$ cat src/potx_pkg.sv
// Shared constants and types of the quad potentiometer serial link
package potx_pkg;
	localparam int POTX_WIPER_W = 6;
	localparam int POTX_NPOT = 4;
	localparam int POTX_NSLOT = 4;
	localparam logic [5:0] POTX_WIPER_MAX = 6'h3f;
	localparam logic [5:0] POTX_WIPER_RST = 6'h00;
	localparam logic [5:0] POTX_STORE_RST = 6'h00;

	// Frame codes
	localparam logic [5:0] POTX_ADDR_PREFIX = 6'h14;
	localparam logic [7:0] POTX_OP_STATUS = 8'h51;
	localparam logic [3:0] POTX_OP_GRECALL = 4'h1;
	localparam logic [3:0] POTX_OP_GSAVE = 4'h8;
	localparam logic [3:0] POTX_OP_SSAVE = 4'he;
	localparam logic [3:0] POTX_OP_SRECALL = 4'hd;
	localparam logic [5:0] POTX_OP_STEP = 6'h08;

	// Timing
	localparam int POTX_CLK_NS = 50;
	localparam int POTX_PROG_NS = 5000000;
	localparam int POTX_PROG_CYC = POTX_PROG_NS / POTX_CLK_NS;
	localparam logic [3:0] POTX_SCK_HALF = 4'h8;

	// Controller registers (byte addresses)
	localparam logic [3:0] POTX_REG_CTRL = 4'h0;
	localparam logic [3:0] POTX_REG_STATUS = 4'h4;
	localparam logic [3:0] POTX_REG_IRQ_STAT = 4'h8;
	localparam logic [3:0] POTX_REG_IRQ_MASK = 4'hc;
	localparam int POTX_CTRL_OP_LSB = 0;
	localparam int POTX_CTRL_SLOT_LSB = 4;
	localparam int POTX_CTRL_POT_LSB = 8;
	localparam int POTX_CTRL_DEV_LSB = 12;
	localparam int POTX_CTRL_DIR_BIT = 16;
	localparam int POTX_CTRL_STEPS_LSB = 20;
	localparam int POTX_STAT_BUSY_BIT = 0;
	localparam int POTX_STAT_BYTE_LSB = 1;
	localparam logic POTX_IRQ_MASK_RST = 1'b0;

	typedef enum logic [2:0] {
		POTX_CMD_STATUS = 3'h0,
		POTX_CMD_GRECALL = 3'h1,
		POTX_CMD_GSAVE = 3'h2,
		POTX_CMD_SSAVE = 3'h3,
		POTX_CMD_SRECALL = 3'h4,
		POTX_CMD_STEP = 3'h5
	} potx_cmd_t;

	typedef logic [POTX_NPOT-1:0][POTX_WIPER_W-1:0] potx_wipers_t;
endpackage

$ cat src/potx_if.sv
// Serial link between the potentiometer controller and the device
interface potx_if;
	logic cs_n;
	logic sck;
	logic si;
	logic so;
	modport dev (input cs_n, input sck, input si, output so);
	modport host (output cs_n, output sck, output si, input so);
endinterface

$ cat src/potx_sync.sv
// Two-stage synchroniser for pins from outside the clock domain
module potx_sync #(
	parameter int W = 1,
	parameter logic [W-1:0] RST_VAL = '0
) (
	input wire logic clk_i,
	input wire logic rst_i,
	input wire logic ce_i,
	input wire logic [W-1:0] d_i,
	output logic [W-1:0] q_o
);
	logic [W-1:0] meta_r;

	always_ff @(posedge clk_i or posedge rst_i)
	begin
		if (rst_i)
		begin
			meta_r <= RST_VAL;
			q_o <= RST_VAL;
		end
		else if (ce_i)
		begin
			meta_r <= d_i;
			q_o <= meta_r;
		end
	end
endmodule

$ cat src/potx_dev.sv
// Device end: serial command decoder, wipers and stored settings
module potx_dev
	import potx_pkg::*;
#(
	parameter int PROG_CYC = potx_pkg::POTX_PROG_CYC
) (
	input wire logic clk_i,
	input wire logic rst_i,
	input wire logic ce_i,
	potx_if.dev link,
	input wire logic addr_pin_high_i,
	input wire logic addr_pin_low_i,
	output potx_pkg::potx_wipers_t wiper_o,
	output logic write_busy_flag_o
);
	import potx_pkg::*;

	typedef enum logic [6:0] {
		DS_IDLE = 7'b0000001,
		DS_ADDR = 7'b0000010,
		DS_INSTR = 7'b0000100,
		DS_TX = 7'b0001000,
		DS_STEP = 7'b0010000,
		DS_WAIT = 7'b0100000,
		DS_SKIP = 7'b1000000
	} potx_dstate_t;

	logic [4:0] pins_s;
	logic s_cs_n;
	logic s_sck;
	logic s_si;
	logic [1:0] s_addr;
	logic sck_d_r;
	logic cs_d_r;
	logic sck_rise;
	logic sck_fall;
	logic cs_fall;
	logic cs_rise;
	potx_dstate_t st_r;
	logic [2:0] cnt_r;
	logic [7:0] shift_r;
	logic [7:0] rx_byte;
	logic [8:0] tx_r;
	logic pend_r;
	logic [3:0] pend_op_r;
	logic [1:0] slot_r;
	logic [1:0] pot_r;
	logic exec;
	logic save_go;
	logic [16:0] prog_cnt_r;
	logic [POTX_WIPER_W-1:0] store_r [POTX_NPOT][POTX_NSLOT];

	potx_sync #(
		.W(5),
		.RST_VAL(5'h04)
	) u_sync (
		.clk_i(clk_i),
		.rst_i(rst_i),
		.ce_i(ce_i),
		.d_i({addr_pin_high_i, addr_pin_low_i, link.cs_n, link.sck,
			link.si}),
		.q_o(pins_s)
	);

	assign s_addr = pins_s[4:3];
	assign s_cs_n = pins_s[2];
	assign s_sck = pins_s[1];
	assign s_si = pins_s[0];
	assign sck_rise = s_sck & ~sck_d_r & ~s_cs_n;
	assign sck_fall = ~s_sck & sck_d_r & ~s_cs_n;
	assign cs_fall = ~s_cs_n & cs_d_r;
	assign cs_rise = s_cs_n & ~cs_d_r;
	assign rx_byte = {shift_r[6:0], s_si};
	// Transfers run only on a clean frame end; a cycle in flight blocks them
	assign exec = cs_rise & pend_r & ~write_busy_flag_o;
	assign save_go = exec & (pend_op_r == POTX_OP_GSAVE
		|| pend_op_r == POTX_OP_SSAVE);
	assign link.so = tx_r[8];

	always_ff @(posedge clk_i or posedge rst_i)
	begin
		if (rst_i)
		begin
			sck_d_r <= 1'b0;
			cs_d_r <= 1'b1;
		end
		else if (ce_i)
		begin
			sck_d_r <= s_sck;
			cs_d_r <= s_cs_n;
		end
	end

	// Frame decoder
	always_ff @(posedge clk_i or posedge rst_i)
	begin
		if (rst_i)
		begin
			st_r <= DS_IDLE;
			cnt_r <= 3'h0;
			shift_r <= 8'h00;
			pend_r <= 1'b0;
			pend_op_r <= 4'h0;
			slot_r <= 2'h0;
			pot_r <= 2'h0;
		end
		else if (ce_i)
		begin
			if (s_cs_n)
			begin
				st_r <= DS_IDLE;
				if (cs_rise)
					pend_r <= 1'b0;
			end
			else if (cs_fall)
			begin
				st_r <= DS_ADDR;
				cnt_r <= 3'h0;
				pend_r <= 1'b0;
			end
			else if (sck_rise)
			begin
				shift_r <= rx_byte;
				cnt_r <= cnt_r + 3'h1;
				unique case (st_r)
					DS_ADDR:
						if (cnt_r == 3'h7)
						begin
							if (rx_byte == {POTX_ADDR_PREFIX, s_addr})
								st_r <= DS_INSTR;
							else
								st_r <= DS_SKIP;
						end
					DS_INSTR:
						if (cnt_r == 3'h7)
						begin
							slot_r <= rx_byte[3:2];
							pot_r <= rx_byte[1:0];
							pend_op_r <= rx_byte[7:4];
							if (rx_byte == POTX_OP_STATUS)
								st_r <= DS_TX;
							else if (rx_byte[7:2] == POTX_OP_STEP)
								st_r <= DS_STEP;
							else if ((rx_byte[7:4] == POTX_OP_GRECALL
								|| rx_byte[7:4] == POTX_OP_GSAVE)
								&& rx_byte[1:0] == 2'h0)
							begin
								st_r <= DS_WAIT;
								pend_r <= 1'b1;
							end
							else if (rx_byte[7:4] == POTX_OP_SSAVE
								|| rx_byte[7:4] == POTX_OP_SRECALL)
							begin
								st_r <= DS_WAIT;
								pend_r <= 1'b1;
							end
							else
								st_r <= DS_SKIP;
						end
					DS_WAIT:
					begin
						// A transfer frame longer than two bytes is discarded
						st_r <= DS_SKIP;
						pend_r <= 1'b0;
					end
					DS_TX, DS_STEP, DS_SKIP, DS_IDLE:
						st_r <= st_r;
				endcase
			end
		end
	end

	// Status bits leave on falls; spare top bit idles the first half clock
	always_ff @(posedge clk_i or posedge rst_i)
	begin
		if (rst_i)
			tx_r <= 9'h000;
		else if (ce_i)
		begin
			if (s_cs_n)
				tx_r <= 9'h000;
			else if (st_r == DS_INSTR && sck_rise && cnt_r == 3'h7)
				tx_r <= {8'h00, write_busy_flag_o};
			else if (st_r == DS_TX && sck_fall)
				tx_r <= {tx_r[7:0], 1'b0};
		end
	end

	// Wiper settings: stepping and recall
	always_ff @(posedge clk_i or posedge rst_i)
	begin
		if (rst_i)
			wiper_o <= {POTX_NPOT{POTX_WIPER_RST}};
		else if (ce_i)
		begin
			if (st_r == DS_STEP && sck_rise && !cs_fall)
			begin
				if (s_si && wiper_o[pot_r] != POTX_WIPER_MAX)
					wiper_o[pot_r] <= wiper_o[pot_r] + 6'h01;
				else if (!s_si && wiper_o[pot_r] != 6'h00)
					wiper_o[pot_r] <= wiper_o[pot_r] - 6'h01;
			end
			else if (exec && pend_op_r == POTX_OP_GRECALL)
			begin
				for (int p = 0; p < POTX_NPOT; p++)
					wiper_o[p] <= store_r[p][slot_r];
			end
			else if (exec && pend_op_r == POTX_OP_SRECALL)
				wiper_o[pot_r] <= store_r[pot_r][slot_r];
		end
	end

	// Stored settings
	always_ff @(posedge clk_i or posedge rst_i)
	begin
		if (rst_i)
		begin
			for (int p = 0; p < POTX_NPOT; p++)
				for (int s = 0; s < POTX_NSLOT; s++)
					store_r[p][s] <= POTX_STORE_RST;
		end
		else if (ce_i && save_go)
		begin
			if (pend_op_r == POTX_OP_GSAVE)
			begin
				for (int p = 0; p < POTX_NPOT; p++)
					store_r[p][slot_r] <= wiper_o[p];
			end
			else
				store_r[pot_r][slot_r] <= wiper_o[pot_r];
		end
	end

	// Programming cycle timer
	always_ff @(posedge clk_i or posedge rst_i)
	begin
		if (rst_i)
		begin
			write_busy_flag_o <= 1'b0;
			prog_cnt_r <= 17'h00000;
		end
		else if (ce_i)
		begin
			if (save_go)
			begin
				write_busy_flag_o <= 1'b1;
				prog_cnt_r <= 17'h00000;
			end
			else if (write_busy_flag_o)
			begin
				if (prog_cnt_r == 17'(PROG_CYC - 1))
					write_busy_flag_o <= 1'b0;
				else
					prog_cnt_r <= prog_cnt_r + 17'h00001;
			end
		end
	end
endmodule

$ cat src/flat_wrapper.sv
// flat-port wrapper written by rule: the top's interface ports become plain ports
module potx_dev_flat import potx_pkg::*;
#(
	parameter int PROG_CYC = potx_pkg::POTX_PROG_CYC
)
  (clk_i, rst_i, ce_i, addr_pin_high_i, addr_pin_low_i, wiper_o, write_busy_flag_o, link_cs_n, link_sck, link_si, link_so);
  potx_if link_i ();
  input wire logic clk_i;
  input wire logic rst_i;
  input wire logic ce_i;
  input wire logic addr_pin_high_i;
  input wire logic addr_pin_low_i;
  output potx_pkg::potx_wipers_t wiper_o;
  output logic write_busy_flag_o;
  input wire logic [$bits(link_i.cs_n)-1:0] link_cs_n;
  input wire logic [$bits(link_i.sck)-1:0] link_sck;
  input wire logic [$bits(link_i.si)-1:0] link_si;
  output wire logic [$bits(link_i.so)-1:0] link_so;
  assign link_i.cs_n = link_cs_n;
  assign link_i.sck = link_sck;
  assign link_i.si = link_si;
  assign link_so = link_i.so;
  potx_dev #(.PROG_CYC(PROG_CYC)) u_core (.clk_i(clk_i), .rst_i(rst_i), .ce_i(ce_i), .link(link_i), .addr_pin_high_i(addr_pin_high_i), .addr_pin_low_i(addr_pin_low_i), .wiper_o(wiper_o), .write_busy_flag_o(write_busy_flag_o));
endmodule
$ cat config.mk
export PLATFORM = sky130hd
export DESIGN_NAME = potx_dev_flat
export DESIGN_NICKNAME = d
export VERILOG_FILES = /design/src/potx_pkg.sv /design/src/potx_if.sv /design/src/potx_sync.sv /design/src/potx_dev.sv /design/src/flat_wrapper.sv
export SDC_FILE = /design/constraint.sdc
export NUM_CORES = 1
export LEC_CHECK = 0
export ABC_AREA = 1
export BUFFER_PORTS_ARGS = -buffer_cell sky130_fd_sc_hd__buf_2
export CAP_MARGIN = 20
export CORE_MARGIN = 2
export CORE_UTILIZATION = 45
export CTS_BUF_LIST = sky130_fd_sc_hd__clkbuf_4 sky130_fd_sc_hd__clkbuf_8
export CTS_CLUSTER_SIZE = 8
export DETAILED_ROUTE_END_ITERATION = 16
export GPL_ROUTABILITY_DRIVEN = 0
export GPL_TIMING_DRIVEN = 0
export PLACE_DENSITY = 0.69
export SETUP_SLACK_MARGIN = 0.4
export SLEW_MARGIN = 40
export SYNTH_ARGS = -nofsm -noshare
export SYNTH_HDL_FRONTEND = slang
export SYNTH_HIERARCHICAL = 1
export SYNTH_SLANG_ARGS = --single-unit
$ cat constraint.sdc
create_clock -name clk_i -period 17.1 [get_ports clk_i]
set_input_delay 3.42 -clock clk_i [delete_from_list [all_inputs] [get_ports clk_i]]
set_output_delay 3.42 -clock clk_i [all_outputs]
set_load 0.02 [all_outputs]
==> key figures <==
Global routing
  • First-pass GRT wire length: 51.45 mm
  • Grt total ovfl: 0
  • GRT Overall Usage: 27.02%
  • Largest net degree at the start of global routing: 65
  • Vias in the first global route: 9563
  • Antenna violations before repair: 0

CTS
  • CTS tree: built
  • Sink Count: 185
  • Setup Buffers After CTS: 0
  • Clk Latency, worst-skew pair: 0.48 ns
  • Resize count post-CTS: 0
  • Clk root buf: clkbuf_8
  • CTS clk-pin slew, worst paths: 0.10 ns
  • CTS buffer count: 17
  • Clk buf depth: 2
  • H-Tree Depth: 4
  • # hold bufs at CTS: 0

Timing
  • Final-report hold violation count: 0
  • RSZ-0062 raised after global routing: false
  • Slew at the pin with the worst max-slew slack: 0.8898 ns
  • Setup TNS: 0 ns
  • Setup violators final: 0
  • Hold Slack: 0.4677 ns
  • Period minus WS final: 4.733 ns
  • FMAX: 211.3 MHz
  • Max Slew Vio Count: 0
  • Setup Skew: 0.01670 ns
  • Tcrit/Tclk final: 27.68%
  • Rel. slew slack: 40.68%

Power and ir drop
  • Total chip power: 954.6 uW
  • Worst vdd ir: 0.05649 mV
  • PwrDens: 80.74 nW/um^2
  • P_leak: 0.005541 uW

Layout
  • Ant. Diodes: 0
  • Post-Layout Cell Count: 1821
  • Area growth, synth to finish: 9.832%
  • Layout Nets: 1503
  • Proportion of layout cells with a drive suffix above 1: 11.92%

Synth
  • Synth Register Bits: 185
  • Mapped Area: 10770 um^2
  • Synth warn: 6
  • Yosys top cell by area: dfrtp_1
  • Post-Syn Area per Cell: 7.502 um^2
  • Top cells by area, synth: dfrtp_1 (42%), nand2_1 (13%), o22ai_1 (7.0%), inv_1 (6.7%), o21ai_0 (6.4%)
  • Mapped Nets: 1449
  • Most used DFF post-synth: dfrtp_1
  • Post-synth EDFFs: 0
  • Syn Inst Count: 1435
  • Unique masters post-synth: 46
  • Async set-or-reset flop fraction in the synthesized netlist: 100.0%
  • Synth top area share: 42.07%
  • Post-synthesis sequential area ratio: 43.05%
  • Most common cell in the netlist: nand2_1
  • Top cells by instance count after synthesis: nand2_1 (369), inv_1 (191), dfrtp_1 (181)

Setup path
  • Critical path launch point: ce_i
  • R2R Path End: u_core/wiper_o[20]
  • Crit Path Class: input port to register
  • Worst EP required: 17.46 ns
  • Worst-path fanout max: 10
  • R2R depth: 14
  • Crit end category: register
  • Crit path arrival time: 5.09 ns
  • CP startpoint kind: input port
  • Worst reg-to-reg setup slack: 13.98 ns
  • Critical R2R Launch: u_core/pot_r[0]

Floorplan
  • Die Wd: 158.7 um
  • Area of the core: 23470 um^2
  • Die ar.: 25180 um^2
  • Top-level port count: 34
  • Site Rows: 56
  • Initial core utilization: 45.86%
  • Die Height: 158.7 um

Placed design
  • Dpl hpwl: 23.90 mm
  • PortBufs: 33
  • Placed Cells: 1789

Drt
  • Detail Route Antenna Nets: 0
  • Drt wl/cell: 18.28 um
  • Vias/cell: 5.683
  • DR pass1 iterations: 6
  • # DRC: 0
  • Starting DRT DRC Count: 1086
  • DR vias: 10349
  • Routed WL: 33.29 mm

Min path
  • Worst hold endpoint: u_core/u_sync/q_o[2]
  • Hold path depth: 2
  • Worst Hold Class: register to register
  • HP Start: u_core/u_sync/meta_r[2]

Run status
  • Status: finished clean

Job
  • Max-Cap Viols: 0
where the power goes:
group	internal, uW	switching, uW
Clock	141	179
Combinational	42.4	94.0
Sequential	470	29.1
routing by layer:
layer,global-route usage [%],share of wire (%),up-vias
met5,0,0,-
met4,14.97,5.5,0
met3,5.634,9.9,121
met2,41.35,44,547
met1,35.78,41,4820
li1,-,-,4861
critical path: stages:
cell and delay [ns]:
buf_2 0.11, buf_2 0.21, inv_1 0.18, nor2_1 0.45
nand2_1 0.29, clkbuf_1 0.25, nand2_1 0.08, o21ai_0 0.08
worst max-delay path by stage:
stage	end	slack (ns)	depth (start not counted)
final	u_core/slot_r[1]	12.37	8
after global routing	u_core/pot_r[1]	12.20	8
after floorplan	u_core/cnt_r[0]	8.94	1
after CTS	u_core/slot_r[1]	12.35	8
after detailed placement	u_core/slot_r[1]	11.83	8
after global placement	u_core/store_r[86]	6.84	2
flip-flops by register name, indices dropped and copies added, names as in the netlist:
register,flops
u_core/store_r,96
u_core/wiper_o,24
u_core/prog_cnt_r,17
u_core/tx_r,9
u_core/shift_r,7
u_core/st_r,7
u_core/u_sync/meta_r,5
u_core/u_sync/q_o,5
u_core/pend_op_r,4
u_core/cnt_r,3
u_core/pot_r,2
u_core/slot_r,2
u_core/cs_d_r,1
u_core/pend_r,1
u_core/sck_d_r,1
u_core/write_busy_flag_o,1
per-stage QoR:
stage	utilization, %	setup WS [ns]	area [um^2]
3_3_place_gp	48.27	6.842	11330
4_1_cts	50.37	12.35	11820
3_5_place_dp	48.53	11.83	11390
5_1_grt	50.37	12.20	11820
6_report	50.37	12.37	11820
2_1_floorplan	-	8.938	10770
cell families (layout without fill, tap and decap cells):
group	Yosys count	after routing	synth area share, %
fa+ha+maj	6	6	0.6973
xor+xnor	18	18	1.464
buf+inv	266	333	10.40
flops	185	185	43.05
compound gates	341	341	18.97
simple gates	619	619	25.42
placed cells by master, fill, tap and decap left out, drive strengths merged:
cell	instances
o22ai	120
xor2	17
nor3b	1
clkinv	6
o21ai	147
a22oi	6
a211oi	9
o21bai	1
o211ai	5
xnor2	1
dfrtp	181
a21boi	1
nand3	79
or2	1
nor2	131
dfstp	4
o31ai	2
o221ai	12
nor4	8
nor3	3
inv	211
buf	77
nand2	379
a22o	1
a21oi	33
ha	6
bufinv	2
nand4	17
clkbuf	37
o2111ai	4
layout make-up:
type	count	area, um^2
fillers	2341	11650
multi-input cells	984	5011
flip-flops and latches	185	4634
inverters	205	782.0
well taps	319	399.1
plain buffers	61	345.3
clock buffers	18	247.7
repair buffers	35	220.2
clock inverters	14	183.9
Note: power is estimated with default switching activity, not from simulation.
